<file path="src/rtl/exec_pkg.sv">
// Constants, types and register map for the increment/decrement, skip,
// literal-OR and branch execute block.
// Assumes one 25 MHz core clock and an APB master with 32-bit data.
package exec_pkg;

  // Widths
  localparam int DW    = 8;
  localparam int IW    = 16;
  localparam int PW    = 16;
  localparam int FAW   = 8;
  localparam int BR_KW = 13;
  localparam int APBAW = 8;
  localparam int APBDW = 32;

  // Instruction fields
  localparam int FILE_OPC_HI = 15;
  localparam int FILE_OPC_LO = 9;
  localparam int LIT_OPC_HI  = 15;
  localparam int LIT_OPC_LO  = 8;
  localparam int BR_OPC_HI   = 15;
  localparam int BR_OPC_LO   = 13;
  localparam int DEST_BIT    = 8;
  localparam int FILE_HI     = 7;
  localparam int FILE_LO     = 0;
  localparam int PCH_HI      = 15;
  localparam int PCH_LO      = 8;

  // Opcodes
  localparam logic [6:0] DEC_SKIP_NZ_OPC = 7'h13;
  localparam logic [6:0] INC_FILE_OPC    = 7'h0A;
  localparam logic [6:0] INC_SKIP_Z_OPC  = 7'h0F;
  localparam logic [6:0] INC_SKIP_NZ_OPC = 7'h12;
  localparam logic [7:0] OR_LIT_OPC      = 8'hB3;
  localparam logic [2:0] BRANCH_OPC      = 3'h6;

  // Register byte offsets
  localparam logic [APBAW-1:0] CTRL_OFS   = 8'h00;
  localparam logic [APBAW-1:0] W_OFS      = 8'h04;
  localparam logic [APBAW-1:0] FLAGS_OFS  = 8'h08;
  localparam logic [APBAW-1:0] PC_OFS     = 8'h0C;
  localparam logic [APBAW-1:0] LATCH_OFS  = 8'h10;
  localparam logic [APBAW-1:0] STATUS_OFS = 8'h14;

  // Register fields and reset values
  localparam int RUN_BIT     = 0;
  localparam int UNSUP_BIT   = 0;
  localparam int DISCARD_BIT = 1;
  localparam int FLAGS_W     = 4;
  localparam logic [DW-1:0] W_RST      = 8'h00;
  localparam logic [PW-1:0] PC_RST     = 16'h0000;
  localparam logic [DW-1:0] LATCH_RST  = 8'h00;
  localparam logic [IW-1:0] IR_RST     = 16'h0000;

  typedef enum logic {STAGE_RUN, STAGE_DISCARD} stage_e;

  typedef enum logic [2:0] {
    OP_NONE, OP_DEC_SKIP_NZ, OP_INC, OP_INC_SKIP_Z, OP_INC_SKIP_NZ, OP_OR_LIT, OP_BRANCH
  } op_e;

  typedef struct packed {
    logic overflow_flag;
    logic z;
    logic digit_carry_flag;
    logic c;
  } flags_s;

  typedef struct packed {
    logic           we;
    logic [FAW-1:0] addr;
    logic [DW-1:0]  data;
  } mem_wr_s;

endpackage

</file>
<file path="src/rtl/inc_dec_unit.sv">
// Eight-bit plus-one / minus-one unit with carry, digit carry, overflow
// and zero. Pure combinational; the caller decides which flags it keeps.
module inc_dec_unit (
  // Operand
  input  wire logic [exec_pkg::DW-1:0] operand,
  input  wire logic                    dec,
  // Result
  output logic      [exec_pkg::DW-1:0] result,
  output exec_pkg::flags_s             flags
);
  import exec_pkg::*;

  logic [DW:0]  sum;
  logic [4:0]   low_sum;
  logic [DW-1:0] addend;

  // Minus one is plus all ones, so carry means no borrow
  assign addend  = dec ? {DW{1'b1}} : {{(DW-1){1'b0}}, 1'b1};
  assign sum     = {1'b0, operand} + {1'b0, addend};
  assign low_sum = {1'b0, operand[3:0]} + {1'b0, addend[3:0]};
  assign result  = sum[DW-1:0];

  always_comb begin
    flags.c                = sum[DW];
    flags.digit_carry_flag = low_sum[4];
    flags.z                = (sum[DW-1:0] == '0);
    flags.overflow_flag    = (operand[DW-1] == addend[DW-1]) && (sum[DW-1] != operand[DW-1]);
  end
endmodule

</file>
<file path="src/rtl/inc_dec_skip_or_unconditional_branch_op_exec.sv">
// Execute stage for decrement-skip, increment, increment-skip, OR literal
// into the accumulator and the one-word branch, with its APB register file.
// Assumes fetch and data memory answer combinationally on the same clock.
module inc_dec_skip_or_unconditional_branch_op_exec (
  // Clock, reset, freeze
  input  wire logic                    clk,
  input  wire logic                    arst_n,
  input  wire logic                    ce,
  // APB slave
  input  wire logic [exec_pkg::APBAW-1:0] paddr,
  input  wire logic                    psel,
  input  wire logic                    penable,
  input  wire logic                    pwrite,
  input  wire logic [exec_pkg::APBDW-1:0] pwdata,
  output logic                         pready,
  output logic [exec_pkg::APBDW-1:0]   prdata,
  output logic                         pslverr,
  // Instruction fetch
  input  wire logic [exec_pkg::IW-1:0] fetch_word,
  output logic [exec_pkg::PW-1:0]      pc_out,
  // Data memory
  input  wire logic [exec_pkg::DW-1:0] mem_rdata,
  output logic [exec_pkg::FAW-1:0]     mem_raddr,
  output exec_pkg::mem_wr_s            mem_wr,
  // Core state
  output logic [exec_pkg::DW-1:0]      w_out,
  output exec_pkg::flags_s             flags_out,
  output logic [exec_pkg::DW-1:0]      pc_high_holding_latch,
  output logic                         discarding
);
  import exec_pkg::*;

  stage_e           stage_q;
  stage_e           stage_d;
  op_e              op;
  logic [IW-1:0]    ir_q;
  logic [DW-1:0]    w_q;
  flags_s           flags_q;
  logic [PW-1:0]    pc_q;
  logic [DW-1:0]    latch_q;
  logic             run_q;
  logic             unsup_q;
  mem_wr_s          wr_q;
  logic [APBDW-1:0] prdata_q;
  logic             err_q;
  logic [APBDW-1:0] rd_mux;
  logic             rd_hit;
  logic             sw_any;
  logic             exec_fire;
  logic             branch_fire;
  logic             skip;
  logic             file_op;
  logic             dest_file;
  logic             res_zero;
  logic [DW-1:0]    file_val;
  logic [DW-1:0]    alu_res;
  flags_s           alu_flags;
  logic [DW-1:0]    lit_k;
  logic [DW-1:0]    or_res;
  logic [PW-1:0]    branch_target;

  // Decode of the word in the execute stage
  always_comb begin
    op = OP_NONE;
    if (ir_q[BR_OPC_HI:BR_OPC_LO] == BRANCH_OPC) begin
      op = OP_BRANCH;
    end else if (ir_q[LIT_OPC_HI:LIT_OPC_LO] == OR_LIT_OPC) begin
      op = OP_OR_LIT;
    end else begin
      case (ir_q[FILE_OPC_HI:FILE_OPC_LO])
        DEC_SKIP_NZ_OPC: op = OP_DEC_SKIP_NZ;
        INC_FILE_OPC:    op = OP_INC;
        INC_SKIP_Z_OPC:  op = OP_INC_SKIP_Z;
        INC_SKIP_NZ_OPC: op = OP_INC_SKIP_NZ;
        default:         op = OP_NONE;
      endcase
    end
  end

  assign sw_any      = ce && psel && penable && pwrite;
  assign exec_fire   = ce && run_q && (stage_q == STAGE_RUN);
  assign branch_fire = exec_fire && (op == OP_BRANCH);
  assign file_op     = (op == OP_DEC_SKIP_NZ) || (op == OP_INC) || (op == OP_INC_SKIP_Z) || (op == OP_INC_SKIP_NZ);
  assign dest_file   = ir_q[DEST_BIT];
  assign mem_raddr   = ir_q[FILE_HI:FILE_LO];
  assign lit_k       = ir_q[FILE_HI:FILE_LO];

  // The write of the previous instruction lands a cycle late, so forward it
  assign file_val = (wr_q.we && (wr_q.addr == mem_raddr)) ? wr_q.data : mem_rdata;

  inc_dec_unit u_alu (
    .operand (file_val),
    .dec     (op == OP_DEC_SKIP_NZ),
    .result  (alu_res),
    .flags   (alu_flags)
  );

  assign or_res   = w_q | lit_k;
  assign res_zero = (alu_res == '0);

  assign skip = exec_fire && (((op == OP_DEC_SKIP_NZ) && !res_zero) ||
                              ((op == OP_INC_SKIP_Z) && res_zero) ||
                              ((op == OP_INC_SKIP_NZ) && !res_zero));

  // upper bits kept, low bits from the immediate
  assign branch_target = {pc_q[PW-1:BR_KW], ir_q[BR_KW-1:0]};

  // discard stage turns the prefetched word into a bubble
  always_comb begin
    case (stage_q)
      STAGE_RUN: begin
        if (skip || branch_fire || (sw_any && paddr == PC_OFS)) begin
          stage_d = STAGE_DISCARD;
        end else begin
          stage_d = STAGE_RUN;
        end
      end
      STAGE_DISCARD: begin
        // A stopped core keeps its bubble until it runs again
        if ((sw_any && paddr == PC_OFS) || !run_q) begin
          stage_d = STAGE_DISCARD;
        end else begin
          stage_d = STAGE_RUN;
        end
      end
      default: stage_d = STAGE_RUN;
    endcase
  end

  always_ff @(posedge clk or negedge arst_n) begin
    if (!arst_n) begin
      stage_q <= STAGE_RUN;
    end else if (ce) begin
      stage_q <= stage_d;
    end
  end

  // Prefetch register
  always_ff @(posedge clk or negedge arst_n) begin
    if (!arst_n) begin
      ir_q <= IR_RST;
    end else if (ce && run_q) begin
      ir_q <= fetch_word;
    end
  end

  always_ff @(posedge clk or negedge arst_n) begin
    if (!arst_n) begin
      pc_q <= PC_RST;
    end else if (ce) begin
      if (sw_any && paddr == PC_OFS) begin
        pc_q <= pwdata[PW-1:0];
      end else if (branch_fire) begin
        pc_q <= branch_target;
      end else if (run_q) begin
        pc_q <= pc_q + {{(PW-1){1'b0}}, 1'b1};
      end
    end
  end

  always_ff @(posedge clk or negedge arst_n) begin
    if (!arst_n) begin
      latch_q <= LATCH_RST;
    end else if (ce) begin
      if (sw_any && paddr == LATCH_OFS) begin
        latch_q <= pwdata[DW-1:0];
      end else if (branch_fire) begin
        latch_q <= branch_target[PCH_HI:PCH_LO];
      end
    end
  end

  // Accumulator; a software write in the same cycle wins over execution
  always_ff @(posedge clk or negedge arst_n) begin
    if (!arst_n) begin
      w_q <= W_RST;
    end else if (ce) begin
      if (sw_any && paddr == W_OFS) begin
        w_q <= pwdata[DW-1:0];
      end else if (exec_fire && file_op && !dest_file) begin
        // destination 0 goes to the accumulator
        w_q <= alu_res;
      end else if (exec_fire && op == OP_OR_LIT) begin
        w_q <= or_res;
      end
    end
  end

  // Flags: skip instructions leave them untouched
  always_ff @(posedge clk or negedge arst_n) begin
    if (!arst_n) begin
      flags_q <= '0;
    end else if (ce) begin
      if (sw_any && paddr == FLAGS_OFS) begin
        flags_q <= flags_s'(pwdata[FLAGS_W-1:0]);
      end else if (exec_fire && op == OP_INC) begin
        // all four flags from the adder
        flags_q <= alu_flags;
      end else if (exec_fire && op == OP_OR_LIT) begin
        flags_q.z <= (or_res == '0);
      end
    end
  end

  // destination 1 goes back to the file byte
  always_ff @(posedge clk or negedge arst_n) begin
    if (!arst_n) begin
      wr_q <= '0;
    end else if (ce) begin
      wr_q.we   <= exec_fire && file_op && dest_file;
      wr_q.addr <= mem_raddr;
      wr_q.data <= alu_res;
    end
  end

  // Control and sticky status; a new unsupported word beats a clear
  always_ff @(posedge clk or negedge arst_n) begin
    if (!arst_n) begin
      run_q <= 1'b0;
    end else if (ce && sw_any && paddr == CTRL_OFS) begin
      run_q <= pwdata[RUN_BIT];
    end
  end

  always_ff @(posedge clk or negedge arst_n) begin
    if (!arst_n) begin
      unsup_q <= 1'b0;
    end else if (ce) begin
      if (exec_fire && op == OP_NONE) begin
        unsup_q <= 1'b1;
      end else if (sw_any && paddr == STATUS_OFS && pwdata[UNSUP_BIT]) begin
        unsup_q <= 1'b0;
      end
    end
  end

  // APB read data is captured in setup so the access phase needs no wait
  always_comb begin
    rd_mux = '0;
    rd_hit = 1'b1;
    case (paddr)
      CTRL_OFS:   rd_mux[RUN_BIT] = run_q;
      W_OFS:      rd_mux[DW-1:0] = w_q;
      FLAGS_OFS:  rd_mux[FLAGS_W-1:0] = flags_q;
      PC_OFS:     rd_mux[PW-1:0] = pc_q;
      LATCH_OFS:  rd_mux[DW-1:0] = latch_q;
      STATUS_OFS: begin
        rd_mux[UNSUP_BIT]   = unsup_q;
        rd_mux[DISCARD_BIT] = (stage_q == STAGE_DISCARD);
      end
      default:    rd_hit = 1'b0;
    endcase
  end

  always_ff @(posedge clk or negedge arst_n) begin
    if (!arst_n) begin
      prdata_q <= '0;
      err_q    <= 1'b0;
    end else if (ce && psel && !penable) begin
      prdata_q <= pwrite ? '0 : rd_mux;
      err_q    <= !rd_hit;
    end
  end

  assign pready                = psel && penable && ce;
  assign pslverr               = pready && err_q;
  assign prdata                = prdata_q;
  assign pc_out                = pc_q;
  assign mem_wr                = wr_q;
  assign w_out                 = w_q;
  assign flags_out             = flags_q;
  assign pc_high_holding_latch = latch_q;
  assign discarding            = (stage_q == STAGE_DISCARD);
endmodule

</file>
<file path="config.mk">
export PLATFORM = sky130hd
export DESIGN_NAME = inc_dec_skip_or_unconditional_branch_op_exec
export DESIGN_NICKNAME = d
export VERILOG_FILES = /design/src/rtl/exec_pkg.sv /design/src/rtl/inc_dec_unit.sv /design/src/rtl/inc_dec_skip_or_unconditional_branch_op_exec.sv
export SDC_FILE = /design/constraint.sdc
export NUM_CORES = 1
export LEC_CHECK = 0
export ABC_AREA = 0
export BUFFER_PORTS_ARGS = -buffer_cell sky130_fd_sc_hd__buf_2
export CORE_MARGIN = 5
export CORE_UTILIZATION = 40
export CTS_BUF_LIST = sky130_fd_sc_hd__clkbuf_16
export DETAILED_ROUTE_END_ITERATION = 8
export GPL_ROUTABILITY_DRIVEN = 0
export GPL_TIMING_DRIVEN = 0
export PLACE_DENSITY = 0.74
export SLEW_MARGIN = 25
export SYNTH_ARGS = -nofsm -noshare
export SYNTH_HDL_FRONTEND = slang
export SYNTH_SLANG_ARGS = --single-unit
</file>
<file path="constraint.sdc">
create_clock -name clk -period 3.7 [get_ports clk]
set_input_delay 0.74 -clock clk [delete_from_list [all_inputs] [get_ports clk]]
set_output_delay 0.74 -clock clk [all_outputs]
set_load 0.005 [all_outputs]
</file>
# After elaboration in Yosys (flattened, before gate mapping)
# Cells that the tools add are included.
[totals]
register_bits = 105
inputBits = 70
out_inout_bits = 96
word_cells = 135
[op_classes]
addsub = 3
n_eq_ne = 21
n_mux = 30
n_bitwise = 2
n_reduce_logical = 62
[ops]
columns = ["cell", "n"]
rows = [
  ["16-bit 2-to-1 mux", 4],
  ["8-bit 2-to-1 mux", 8],
  ["1-bit logical AND", 30],
  ["8-bit logical NOT", 3],
  ["16-bit by 1-bit adder with 16-bit output (second input constant)", 1],
  ["8-bit by 4-bit == test with 1-bit output (second input constant)", 2],
  ["8-bit by 5-bit == test with 1-bit output (second input constant)", 2],
  ["7-bit by 4-bit == test with 1-bit output (second input constant)", 2],
  ["7-bit by 5-bit == test with 1-bit output (second input constant)", 2],
  ["3-bit == test (second input constant)", 4],
  ["3-bit case mux with 4 select lines", 1],
  ["4-bit case mux with 3 select lines", 1],
  ["2-bit AND reduction", 6],
  ["8-bit by 8-bit adder with 9-bit output", 1],
  ["3-bit nonzero test", 3],
  ["8-bit by 3-bit == test with 1-bit output (second input constant)", 1],
  ["8-bit == test", 1],
  ["8-bit == test (second input constant)", 1],
  ["1-bit logical OR", 8],
  ["1-bit 2-to-1 mux", 8],
  ["8-bit bitwise OR", 1],
  ["2-bit case mux with 4 select lines", 1],
  ["2-bit nonzero test", 4],
  ["3-bit by 2-bit == test with 1-bit output (second input constant)", 2],
  ["16 further kinds", 21],
]

# Depth between registers and ports, before layout
# Gate-level depths: netlist of the first run.
[logic_depth]
word_depth = 17
depth_mapped = 14
ltp_nobuf = 14

# Modules after synthesis
# Synthesis of the first run repeated with hierarchy kept, for this count alone.
[unflattened]
cells_unflattened = 587
hier_area_um2 = 5605.4
[modules_own_cells]
columns = ["module", "n_inst", "cells_each", "area_each_um2", "seq_area_each_um2"]
rows = [
  ["inc_dec_skip_or_unconditional_branch_op_exec", 1, 538, 5203.7, 2227.1],
  ["inc_dec_unit", 1, 49, 401.6, 0.0],
]

# Worst setup path before layout of the first run
# Ideal clock, no wire load.
[synth_path]
path_kind = "register to register"
startpoint = "register ir_q[0]"
endpoint = "register stage_q (netlist: discarding)"
setup_ns = 0.129
arrival_ns = 3.376
required_time_ns = 3.571
slack_ns = 0.195
path_stages_with_launch = 14
path_buffers = 0
synth_period_minus_slack_ns = 3.505
path_cell_list = "dfrtp_1 > xnor2_1 > nand4_2 > nor3_4 > mux2_2 > ha_1 > o311a_1 > nor2_1 > mux2i_1 > xnor2_2 > or4b_4 > nor4b_4 > a31oi_1 > nand3b_1"
[synth_between]
elab_chain_cells = 14
word_cells_on_any_way = 16
cone_classes = "add/sub (1); eq/ne (1); mux (3); reduce/logical (11)"
[synth_rtl]
columns = ["element", "line_no", "text"]
rows = [
  ["start, declared", "inc_dec_skip_or_unconditional_branch_op_exec.sv:36", "logic [IW-1:0] ir_q;"],
  ["start signal, assigned", "inc_dec_skip_or_unconditional_branch_op_exec.sv:143", "ir_q <= fetch_word;"],
  ["8-bit == test (*)", "inc_dec_skip_or_unconditional_branch_op_exec.sv:89", "assign file_val = (wr_q.we && (wr_q.addr == mem_raddr)) ? wr_q.data : mem_rdata;"],
  ["1-bit logical AND (*)", "inc_dec_skip_or_unconditional_branch_op_exec.sv:89", ""],
  ["8-bit 2-to-1 mux (*)", "inc_dec_skip_or_unconditional_branch_op_exec.sv:89", ""],
  ["8-bit by 8-bit adder with 9-bit output (*)", "inc_dec_unit.sv:19", "assign sum = {1'b0, operand} + {1'b0, addend};"],
  ["8-bit logical NOT (*)", "inc_dec_skip_or_unconditional_branch_op_exec.sv:99", "assign res_zero = (alu_res == '0);"],
  ["1-bit logical NOT", "inc_dec_skip_or_unconditional_branch_op_exec.sv:101, inc_dec_skip_or_unconditional_branch_op_exec.sv:103", ""],
  ["1-bit logical AND", "inc_dec_skip_or_unconditional_branch_op_exec.sv:101", "assign skip = exec_fire && (((op == OP_DEC_SKIP_NZ) && !res_zero) ||"],
  ["1-bit logical OR", "inc_dec_skip_or_unconditional_branch_op_exec.sv:101", ""],
  ["1-bit logical OR (*)", "inc_dec_skip_or_unconditional_branch_op_exec.sv:102", "((op == OP_INC_SKIP_Z) && res_zero) ||"],
  ["1-bit logical AND (*)", "inc_dec_skip_or_unconditional_branch_op_exec.sv:101", ""],
  ["1-bit logical OR (*) (2 in a row)", "inc_dec_skip_or_unconditional_branch_op_exec.sv:112", "if (skip || branch_fire || (sw_any && paddr == PC_OFS)) begin"],
  ["1-bit 2-to-1 mux (*)", "inc_dec_skip_or_unconditional_branch_op_exec.sv:112", ""],
  ["1-bit case mux with 2 select lines (*)", "inc_dec_skip_or_unconditional_branch_op_exec.sv:110", "case (stage_q)"],
  ["end signal, assigned", "inc_dec_skip_or_unconditional_branch_op_exec.sv:134", "stage_q <= stage_d;"],
  ["end, declared", "inc_dec_skip_or_unconditional_branch_op_exec.sv:33", "stage_e stage_q;"],
]
# Every way passes the cells marked *; elsewhere a longest branch is shown, timed or not.
# A chain may end at the register's enable or synchronous reset.

# Final worst setup path of the first run
[layout_path]
startpoint = "register ir_q[7]"
endpoint = "register stage_q (netlist: discarding)"
# The elaborated chain is that of the path after synthesis.

==> results.txt, run 1 <==
Worst slew margin -> 0.3998
WL final -> 17,480 um
Die X -> 127.5 um
CP Class -> register to register
sw frac -> 0.2768
P_sw -> 651.2 uW
Yosys cell types -> 73
Async SR Flop Fraction -> 1.000
Die H -> 127.5 um
reg-to-reg endpoint -> discarding$_DFFE_PN0P_
Rows -> 43
#FFs+latches synth -> 89
total CTS buffers -> 9
largest cells by area after synthesis -> dfrtp_1 (40%), mux2_2 (7.8%), nor2_1 (4.4%)
Slew Limit Fails -> 0
IO Count -> 166
DR iter-0 viols -> 418
Util after Layout -> 0.5133
post-route design area -> 7042 um^2
vias in the first global route -> 4,866
final critical-path required period -> 3.649 ns
Critical Path End Type -> register
placed wire-length estimate -> 13,020 um
Gate power share -> 0.147
Cells after Synth -> 591
post-route clock period utilization -> 0.9863
drt drc -> 0
core area -> 13,720 um^2
Worst Path Max Fanout -> 5
peak supply drop -> 244.7 uV
area share of the largest cell type after synthesis -> 0.4036
internal power -> 1701 uW
Critical Path Start Type -> register
share of cells above drive strength 1 -> 0.3640
Seq pwr share -> 0.448
Critical Path RT -> 3.94 ns
quantity of I/O buffers inserted on ports -> 130
Via-to-Cell Ratio -> 5.569
largest area contributor in the netlist -> dfrtp_1
Setup WS post-layout -> 0.05078 ns
router iterations before antenna repair -> 6
dpl ws -> -0.3605 ns
Seq/Total Area, Yosys -> 0.4036
count leader, synth -> dfrtp_1
GRT Total Usage -> 0.2137
Hold Violations, Final -> 0
clock power share -> 0.405
Mapped Area -> 5518 um^2
clock buffer depth -> 2
synthesized area per cell -> 9.336 um^2
placed inst area -> 6490 um^2
total grt overflow -> 0
Max-Cap Viols -> 0
initial antenna violation count -> 1
Wirelength per Cell -> 18.36 um
worst min path class -> input pin to asynchronous set/reset pin
Worst R2R Start -> ir_q[7]$_DFFE_PN0P_
first-pass GRT wire length -> 27,130 um
Post-synth EDFFs -> 0
CTS sink cnt -> 89
hold_ws -> 0.2978 ns
Yosys warning total -> 0
worst-margin pin slew -> 0.8921 ns
critical path data arrival time -> 3.89 ns
Antenna diodes -> 0
Leak -> 0.003397 uW
Cell Pwr Density -> 334.1 nW/um^2
status -> completed
Reg clk slew, reported paths -> 0.07 ns
reg-to-reg setup timing slack -> 0.05 ns
Max Clock Freq -> 0.2740 GHz
largest net degree at the start of global routing -> 48
CTS hold repair buffers -> 0
Synth top cells by count -> dfrtp_1 (89), nor2_1 (64), nand2_1 (52)
final net count -> 843
CTS Root Cell -> clkbuf_16
total power draw -> 2353 uW
H-tree levels -> 3
skew final -> 0.009227 ns
CTS tree -> built
via count -> 5,302
Clock Latency Late Sink -> 0.36 ns
FF-to-FF path depth -> 14
DRT antenna net count -> 0
Starting Density -> 0.4022
Filler Cell Count -> 1,319
Area growth, synth to finish -> 27.62%
Setup-failing EPs final -> 0
total die area -> 16,240 um^2
main flop type after synthesis -> dfrtp_1
==> cell type report <==
class | count | area (um^2) | area share
timing repair buffer | 151 | 834.6 | 0.1185
tap | 180 | 225.2 | 0.03198
multi-input combinational | 453 | 3109 | 0.4415
buffer | 50 | 285.3 | 0.04051
clock buffer | 9 | 225.2 | 0.03198
clock inverter | 7 | 76.32 | 0.01084
inverter | 13 | 48.80 | 0.006930
sequential | 89 | 2237 | 0.3177
==> metrics by stage <==
step | setup TNS (ns) | instances
global route | -0.1345 | 952
CTS | 0 | 942
finish | 0 | 952
floorplan | 0 | 606
detailed placement | -1.750 | 917
global placement | -1.377 | 916
==> how the worst max path moves through the flow <==
stage	from	to	slack (ns)	cells after the start
after floorplan	ir_q[0]$_DFFE_PN0P_	discarding$_DFFE_PN0P_	0.20	13
after global placement	ir_q[1]$_DFFE_PN0P_	discarding$_DFFE_PN0P_	-0.31	13
after detailed placement	ir_q[1]$_DFFE_PN0P_	discarding$_DFFE_PN0P_	-0.36	13
after CTS	ir_q[5]$_DFFE_PN0P_	discarding$_DFFE_PN0P_	0.03	13
after global routing	ir_q[7]$_DFFE_PN0P_	discarding$_DFFE_PN0P_	-0.05	14
final	ir_q[7]$_DFFE_PN0P_	discarding$_DFFE_PN0P_	0.05	14
==> cell families (layout without fill, tap and decap cells) <==
family,after synthesis,count (layout),synth area share
flip-flops,89,89,0.4036
other,1,16,0.0006796
XOR/XNOR,21,21,0.03742
multiplexers,55,55,0.1084
AND/OR/NAND/NOR,189,189,0.1766
buffers and inverters,64,230,0.06123
adder cells (fa/ha/maj),7,7,0.01542
AO/OA/AOI/OAI,165,165,0.1966
==> flip-flops by register name, summed over array words and instances (netlist names) <==
name and flops:
mem_wr 17, ir_q 16, flags_out 4, err_q 1, pc_out 16, prdata 16
w_out 8, unsup_q 1, discarding 1, run_q 1, pc_high_holding_latch 8
==> worst max-delay path: stages, from the launching register on <==
cell	delay (ns)
dfrtp_2	0.45
xnor2_2	0.21
nand3_2	0.16
nor3_4	0.25
mux2_4	0.34
ha_2	0.21
a21oi_1	0.12
and2b_2	0.23
o21ai_0	0.27
mux2i_2	0.19
o31ai_1	0.25
a32o_2	0.27
xor2_2	0.28
a31oi_1	0.12
nand3b_1	0.18
==> what timing repair did <==
action                     CTS  global route
setup endpoints to repair   10             6
pin swaps                    5             7
cloned                       0             0
buffers inserted             9            11
resized for setup           19             6
==> power groups by stage <==
stage,Sequential [uW],Clock (uW),Combinational (uW)
after CTS,1060,970,328
final,1050,953,346
after floorplan,1060,0,180
after global routing,1060,1000,380
after detailed placement,1080,0,303
after global placement,1080,0,294
==> layout by cell type, fill, tap and decap left out, types with 14 or more instances in the layout <==
cell and instances:
buf_4 45, mux2_2 37, a22o_1 16, o22ai_1 15
clkbuf_1 20, conb_1 16, buf_2 132, nor2_1 64
dfrtp_1 81, nand2_1 51, inv_1 14, o21ai_0 37
a21oi_1 44, mux2i_1 16
==> routing by layer <==
| layer | global-route usage | routed length (um) | vias up |
|---|---|---|---|
| met4 | 0.09148 | 481 | 2 |
| met1 | 0.2953 | 7398 | 2491 |
| met2 | 0.3280 | 7955 | 268 |
| li1 | - | - | 2489 |
| met3 | 0.04055 | 1632 | 52 |
| met5 | 0 | 7 | - |
Power figures use the tool's default switching activity.
==> run 2: changes to the inputs <==
--- a/config.mk
+++ b/config.mk
@@ -7,13 +7,16 @@
 export LEC_CHECK = 0
 export ABC_AREA = 0
 export BUFFER_PORTS_ARGS = -buffer_cell sky130_fd_sc_hd__buf_2
+export CELL_PAD_IN_SITES_DETAIL_PLACEMENT = 1
+export CELL_PAD_IN_SITES_GLOBAL_PLACEMENT = 1
 export CORE_MARGIN = 5
-export CORE_UTILIZATION = 40
+export CORE_UTILIZATION = 35
 export CTS_BUF_LIST = sky130_fd_sc_hd__clkbuf_16
 export DETAILED_ROUTE_END_ITERATION = 8
 export GPL_ROUTABILITY_DRIVEN = 0
 export GPL_TIMING_DRIVEN = 0
-export PLACE_DENSITY = 0.74
+export PLACE_DENSITY = 0.84
+export REMOVE_ABC_BUFFERS = 1
 export SLEW_MARGIN = 25
 export SYNTH_ARGS = -nofsm -noshare
 export SYNTH_HDL_FRONTEND = slang
==> run 2 against run 1 <==
- the run now ends with negative setup slack left
- first-iteration DRC count down 29%
- sequential share of layout area up 0.27 points
- clock skew hardly changed
- largest power group unchanged
==> results.txt, run 2 (synthesis gave the netlist of run 1 again) <==
GRT Total Usage -> 0.2065 (-0.007199)
CTS sink cnt -> 89 (unchanged)
P_sw -> 707.1 uW (+8.6%)
Area growth, synth to finish -> 26.92%
reg-to-reg endpoint -> w_out[5]$_DFFE_PN0P_
total die area -> 18,380 um^2 (+13%)
Rows -> 46 (+7.0%)
status -> finished with violations
skew final -> 0.009580 ns (+0.0003529 ns)
met1 usage -> 0.2645 (-0.03081)
clock buffer depth -> 2 (unchanged)
Crit path buffers/inverters -> 1 (+1)
clock power share -> 0.399 (-0.006)
peak supply drop -> 216.8 uV (-11%)
Worst slew margin -> 0.3456 (-0.05421)
area of the multi-input gates -> 3253 um^2 (+4.6%)
Critical Path RT -> 3.98 ns (+0.04 ns)
gr busiest metal -> met2
via count -> 5,172 (-2.5%)
CTS tree -> built
Critical Path Max Stage Delay -> 0.43 ns (-0.02 ns)
Worst R2R Start -> mem_wr[9]$_DFFE_PN0P_
IO Count -> 166 (unchanged)
Die H -> 135.6 um (+6.4%)
CP Class -> register to register
Via-to-Cell Ratio -> 5.456 (-2.0%)
slowest CP cell -> dfrtp_1
Max Clock Freq -> 0.2675 GHz (-2.4%)
Worst Path Max Fanout -> 5 (unchanged)
Gate power share -> 0.149 (+0.002)
setup_tns -> -0.1314 ns (-0.1314 ns)
critical path data arrival time -> 4.02 ns (+0.13 ns)
Reg clk slew, reported paths -> 0.08 ns (about the same)
failing checks -> negative setup slack
post-route clock period utilization -> 1.010 (+0.02420)
most frequent cells in the layout -> buf_2 (135), dfrtp_1 (76), nor2_1 (63)
Setup-failing EPs final -> 5 (+5)
H-tree levels -> 3 (unchanged)
hold_ws -> 0.2155 ns (-0.08232 ns)
crit-path cells -> xnor2_2, nand3_4, nor3_4, mux2_4, ha_4, o311a_1, o21ai_0, mux2i_2, o221a_2, a211o_2, buf_4, a22o_1, a21oi_1
max reg flops -> 17 (unchanged)
most common cell after layout, fill and taps aside -> buf_2
final critical-path required period -> 3.739 ns (+0.08955 ns)
Clock Latency Late Sink -> 0.36 ns (about the same)
Setup WS post-layout -> -0.03877 ns (-0.08955 ns)
quantity of I/O buffers inserted on ports -> 133 (+2.3%)
Leak -> 0.003274 uW (-3.6%)
FF-to-FF path depth -> 13 (-1)
internal power -> 1644 uW (-3.4%)
met3 GRT Util -> 0.04346 (+0.002910)
CTS Root Cell -> clkbuf_16
vias in the first global route -> 5,338 (+9.7%)
Critical Path End Type -> register
Reg area -> 2243 um^2 (+0.28%)
total CTS buffers -> 9 (unchanged)
Hold Violations, Final -> 0 (unchanged)
share of cells above drive strength 1 -> 0.3735 (+0.009471)
DR iter-0 viols -> 295 (-29%)
core area -> 15,660 um^2 (+14%)
Starting Density -> 0.3525 (-0.04973)
WL final -> 19,420 um (+11%)
dpl ws -> -0.4937 ns (-0.1332 ns)
Critical Path Start Type -> register
first-pass GRT wire length -> 29,580 um (+9.0%)
Wirelength per Cell -> 20.48 um (+12%)
Die X -> 135.6 um (+6.4%)
Cell Pwr Density -> 335.8 nW/um^2 (+0.50%)
DRT antenna net count -> 0 (unchanged)
router iterations before antenna repair -> 5 (-1)
CP top delay family -> compound AO/OA/AOI/OAI gates
worst min path class -> input pin to asynchronous set/reset pin
Seq pwr share -> 0.452 (+0.004)
total grt overflow -> 0 (unchanged)
largest net degree at the start of global routing -> 69 (+44%)
sw frac -> 0.3007 (+0.02391)
reg-to-reg setup timing slack -> -0.04 ns (-0.09 ns)
worst-margin pin slew -> 0.9816 ns (+0.08954 ns)
Slew Limit Fails -> 0 (unchanged)
Max-Cap Viols -> 0 (unchanged)
Filler Cell Count -> 1,897 (+44%)
drt drc -> 0 (unchanged)
placed wire-length estimate -> 13,950 um (+7.1%)
met2 GRT Util -> 0.3490 (+0.02104)
initial antenna violation count -> 1 (unchanged)
final net count -> 802 (-4.9%)
## run 2: changes by cell type in the layout (fill, tap and decap cells not counted), moves of 3 or more
cell	previous run	this run
xnor2_4	0	7
dfrtp_2	8	13
ha_2	3	0
buf_4	45	23
clkbuf_1	20	0
dfrtp_1	81	76
buf_2	132	135
xnor2_2	9	3
## run 2: cell type report
cell class	count	share of cell area
multi-input cells	453	0.4645
flip-flops and latches	89	0.3203
repair buffers	160	0.1267
well taps	216	0.03859
clock buffers	9	0.03216
clock inverters	7	0.01036
inverters	13	0.006968
diodes	1	0.0003573
## run 2: routing by layer
metal | wire [um] | part of all wire
met4 | 401 | 0.021
met3 | 1254 | 0.065
met5 | 8 | 0.00041
met1 | 8116 | 0.42
met2 | 9635 | 0.50
## run 2: worst max path at each step
stage | startpoint | end | slack, ns | cells after the start
after CTS | mem_wr[14]$_DFFE_PN0P_ | discarding$_DFFE_PN0P_ | 0.02 | 13
after global placement | ce | pc_out[2]$_DFFE_PN0P_ | -2.47 | 7
after detailed placement | ce | w_out[1]$_DFFE_PN0P_ | -0.49 | 7
after global routing | mem_wr[9]$_DFFE_PN0P_ | discarding$_DFFE_PN0P_ | -0.16 | 13
final | mem_wr[9]$_DFFE_PN0P_ | w_out[5]$_DFFE_PN0P_ | -0.04 | 13
after floorplan | ce | pc_out[5]$_DFFE_PN0P_ | -0.30 | 6
## run 2: power by group through the flow
| stage | clock network (uW) | registers (uW) | logic, uW |
|---|---|---|---|
| final | 938 | 1060 | 350 |
| after global routing | 1010 | 1070 | 379 |
| after CTS | 961 | 1060 | 317 |
| after detailed placement | 0 | 1080 | 287 |
| after global placement | 0 | 1080 | 275 |
| after floorplan | 0 | 1060 | 150 |
## run 2: metrics by stage
stage               total power, uW  std cells    util  cell area (um^2)
global route                   2454        947  0.4472              7000
CTS                            2338        936  0.4341              6797
finish                         2351        948  0.4473              7003
global placement               1350        904  0.3974              6221
floorplan                      1211        555       -              5285
detailed placement             1366        909  0.4022              6296
## run 2: repair_timing
| action | 4_1_cts | 5_1_grt |
|---|---|---|
| endpoints found under the setup margin | 12 | 10 |
| resized for setup | 26 | 18 |
| pin swaps | 6 | 14 |
| hold buffers | 0 | 0 |
| buffers inserted | 11 | 11 |
## run 2: worst reg2reg max path, delay by kind of cell (launching register included)
family / cells / cell delay (ns)
AOI/OAI and AO/OA: 6 / 1.62
muxes: 2 / 0.54
and+or+nand+nor: 2 / 0.45
DFF: 1 / 0.43
xor gates and xnor gates: 1 / 0.29
adders and majority gates: 1 / 0.18
buffers and inverters: 1 / 0.17
==> run 3: changes to the inputs <==
--- a/config.mk
+++ b/config.mk
@@ -10,12 +10,12 @@
 export CELL_PAD_IN_SITES_DETAIL_PLACEMENT = 1
 export CELL_PAD_IN_SITES_GLOBAL_PLACEMENT = 1
 export CORE_MARGIN = 5
-export CORE_UTILIZATION = 35
+export CORE_UTILIZATION = 40
 export CTS_BUF_LIST = sky130_fd_sc_hd__clkbuf_16
 export DETAILED_ROUTE_END_ITERATION = 8
 export GPL_ROUTABILITY_DRIVEN = 0
 export GPL_TIMING_DRIVEN = 0
-export PLACE_DENSITY = 0.84
+export PLACE_DENSITY = 0.9
 export REMOVE_ABC_BUFFERS = 1
 export SLEW_MARGIN = 25
 export SYNTH_ARGS = -nofsm -noshare
==> constraint.sdc (replaced) <==
create_clock -name clk -period 4.3 [get_ports clk]
set_input_delay 0.86 -clock clk [delete_from_list [all_inputs] [get_ports clk]]
set_output_delay 0.86 -clock clk [all_outputs]
set_load 0.005 [all_outputs]
==> run 3 against run 2 <==
- the flow now finishes without violations
- maximum frequency fell by 9.1%
- first-iteration DRC count shrank 5.8%
- sequential power decreased by 14%
- total power is 18% lower
- non-clock buffer count down 19
- final area decreased by 6.1%
- critical endpoint is now w_out[7]$_DFFE_PN0P_
==> results.txt, run 3 (synthesis gave the netlist of run 1 again) <==
Max Clock Freq -> 0.2432 GHz (-9.1%)
max reg flops -> 17 (unchanged)
vias in the first global route -> 5,421 (+1.6%)
RSZ-0062 raised after global routing -> no
CP Class -> register to register
CTS hold repair buffers -> 0 (unchanged)
share of cells above drive strength 1 -> 0.3174 (-0.05605)
Hold Violations, Final -> 0 (unchanged)
total power draw -> 1930 uW (-18%)
skew final -> 0.009480 ns (-0.0001007 ns)
P_sw -> 560.9 uW (-21%)
placed inst area -> 6254 um^2 (-0.68%)
via count -> 5,210 (+0.73%)
Via-to-Cell Ratio -> 5.841 (+7.1%)
router iterations before antenna repair -> 5 (unchanged)
Reg clk slew, reported paths -> 0.07 ns (about the same)
CTS sink cnt -> 89 (unchanged)
Leak -> 0.003168 uW (-3.2%)
most frequent cells in the layout -> buf_2 (134), dfrtp_1 (89), nor2_1 (64)
total die area -> 16,240 um^2 (-12%)
first-pass GRT wire length -> 30,040 um (+1.5%)
Worst Path Max Fanout -> 7 (+2)
dpl ws -> -0.08365 ns (+0.4101 ns)
total CTS buffers -> 9 (unchanged)
Max-Cap Viols -> 0 (unchanged)
Die H -> 127.5 um (-6.0%)
quantity of I/O buffers inserted on ports -> 133 (unchanged)
placed wire-length estimate -> 14,140 um (+1.4%)
largest net degree at the start of global routing -> 74 (+7.2%)
sw frac -> 0.2906 (-0.01017)
peak supply drop -> 191.8 uV (-12%)
most common cell after layout, fill and taps aside -> buf_2
clock buffer depth -> 2 (unchanged)
clock power share -> 0.396 (-0.003)
post-route clock period utilization -> 0.9561 (-0.05436)
total grt overflow -> 0 (unchanged)
status -> completed
GRT Total Usage -> 0.2353 (+0.02878)
Wirelength per Cell -> 21.46 um (+4.8%)
CTS Root Cell -> clkbuf_16
internal power -> 1369 uW (-17%)
Seq pwr share -> 0.473 (+0.021)
DRT antenna net count -> 0 (unchanged)
CTS tree -> built
Worst slew margin -> 0.3673 (+0.02174)
Starting Density -> 0.4022 (+0.04973)
WL final -> 19,140 um (-1.4%)
IO Count -> 166 (unchanged)
core area -> 13,720 um^2 (-12%)
Setup WS post-layout -> 0.1887 ns (+0.2275 ns)
critical path data arrival time -> 4.32 ns (+0.30 ns)
Rows -> 43 (-6.5%)
final critical-path required period -> 4.111 ns (+0.3725 ns)
Die X -> 127.5 um (-6.0%)
worst-margin pin slew -> 0.9490 ns (-0.03261 ns)
worst min path class -> input pin to asynchronous set/reset pin
drt drc -> 0 (unchanged)
Antenna diodes -> 0 (-1)
Area growth, synth to finish -> 19.21%
met1 usage -> 0.2936 (+0.02905)
Cell Pwr Density -> 293.5 nW/um^2 (-13%)
met3 GRT Util -> 0.05727 (+0.01381)
DR iter-0 viols -> 278 (-5.8%)
Critical Path End Type -> register
Critical Path Start Type -> register
Slew Limit Fails -> 0 (unchanged)
Setup-failing EPs final -> 0 (-5)
Gate power share -> 0.131 (-0.018)
H-tree levels -> 3 (unchanged)
initial antenna violation count -> 0 (-1)
gr busiest metal -> met2
post-route design area -> 6578 um^2 (-6.1%)
Clock Latency Late Sink -> 0.36 ns (about the same)
Critical Path RT -> 4.51 ns (+0.53 ns)
met2 GRT Util -> 0.3921 (+0.04307)
final net count -> 783 (-2.4%)
-- run 3: per-layer routing --
metal / up-vias / share of wire
met2: 198 / 0.49
met5: - / 0
met3: 48 / 0.060
met4: 0 / 0.033
met1: 2600 / 0.41
li1: 2364 / -
-- run 3: stage by stage --
step	instances	utilization	hold slack, ns	TNS (ns)
global placement	868	0.4502	0.4574	-28.78
CTS	889	0.4766	0.3206	0
global route	892	0.4794	0.3262	0
detailed placement	873	0.4558	0.4760	-0.08365
floorplan	555	-	0.4418	0
finish	892	0.4794	0.3287	0
-- run 3: area by class of cell --
cell class | count | area [um^2]
inverter | 13 | 48.80
fill | 1639 | 7142
clock inverter | 7 | 52.55
timing repair buffer | 141 | 747.0
tap | 180 | 225.2
sequential | 89 | 2227
clock buffer | 9 | 225.2
multi-input combinational | 453 | 3052
-- run 3: what timing repair did --
| action | in CTS | in global routing |
|---|---|---|
| pin swaps | 0 | 1 |
| resized for setup | 1 | 2 |
| endpoints found under the setup margin | 2 | 3 |
| buffers inserted | 0 | 3 |
-- run 3: power by group through the flow --
stage	combinational [uW]	sequential, uW	clock (uW)
2_1_floorplan	129	913	0
4_1_cts	252	911	781
3_5_place_dp	250	926	0
5_1_grt	277	915	814
3_3_place_gp	233	923	0
6_report	254	912	765
-- run 3: final timing paths --
| path | startpoint | to | slack, ns | depth (start not counted) |
|---|---|---|---|---|
| worst min-delay path | arst_n | prdata[11]$_DFFE_PN0P_ | 0.33 | 1 |
| min in group clk | prdata[5]$_DFFE_PN0P_ | prdata[5]$_DFFE_PN0P_ | 0.48 | 2 |
| worst max-delay path | ir_q[0]$_DFFE_PN0P_ | w_out[7]$_DFFE_PN0P_ | 0.19 | 13 |
| worst min register to register | prdata[5]$_DFFE_PN0P_ | prdata[5]$_DFFE_PN0P_ | 0.48 | 2 |
| worst max register to register | ir_q[0]$_DFFE_PN0P_ | w_out[7]$_DFFE_PN0P_ | 0.19 | 13 |
| max in group asynchronous | arst_n | mem_wr[1]$_DFFE_PN0P_ | 3.35 | 2 |
-- run 3: worst max-delay path, cell delays in order, from the launching register on --
cell and delay, ns:
dfrtp_1 0.51, xnor2_2 0.26, nand4_2 0.22, nor3_4 0.29, mux2_2 0.41, ha_1 0.25
o311a_1 0.37, o21ai_0 0.21, mux2i_1 0.21, o31ai_1 0.27, a32o_1 0.30, xor2_2 0.36
a22o_1 0.22, a21oi_1 0.07
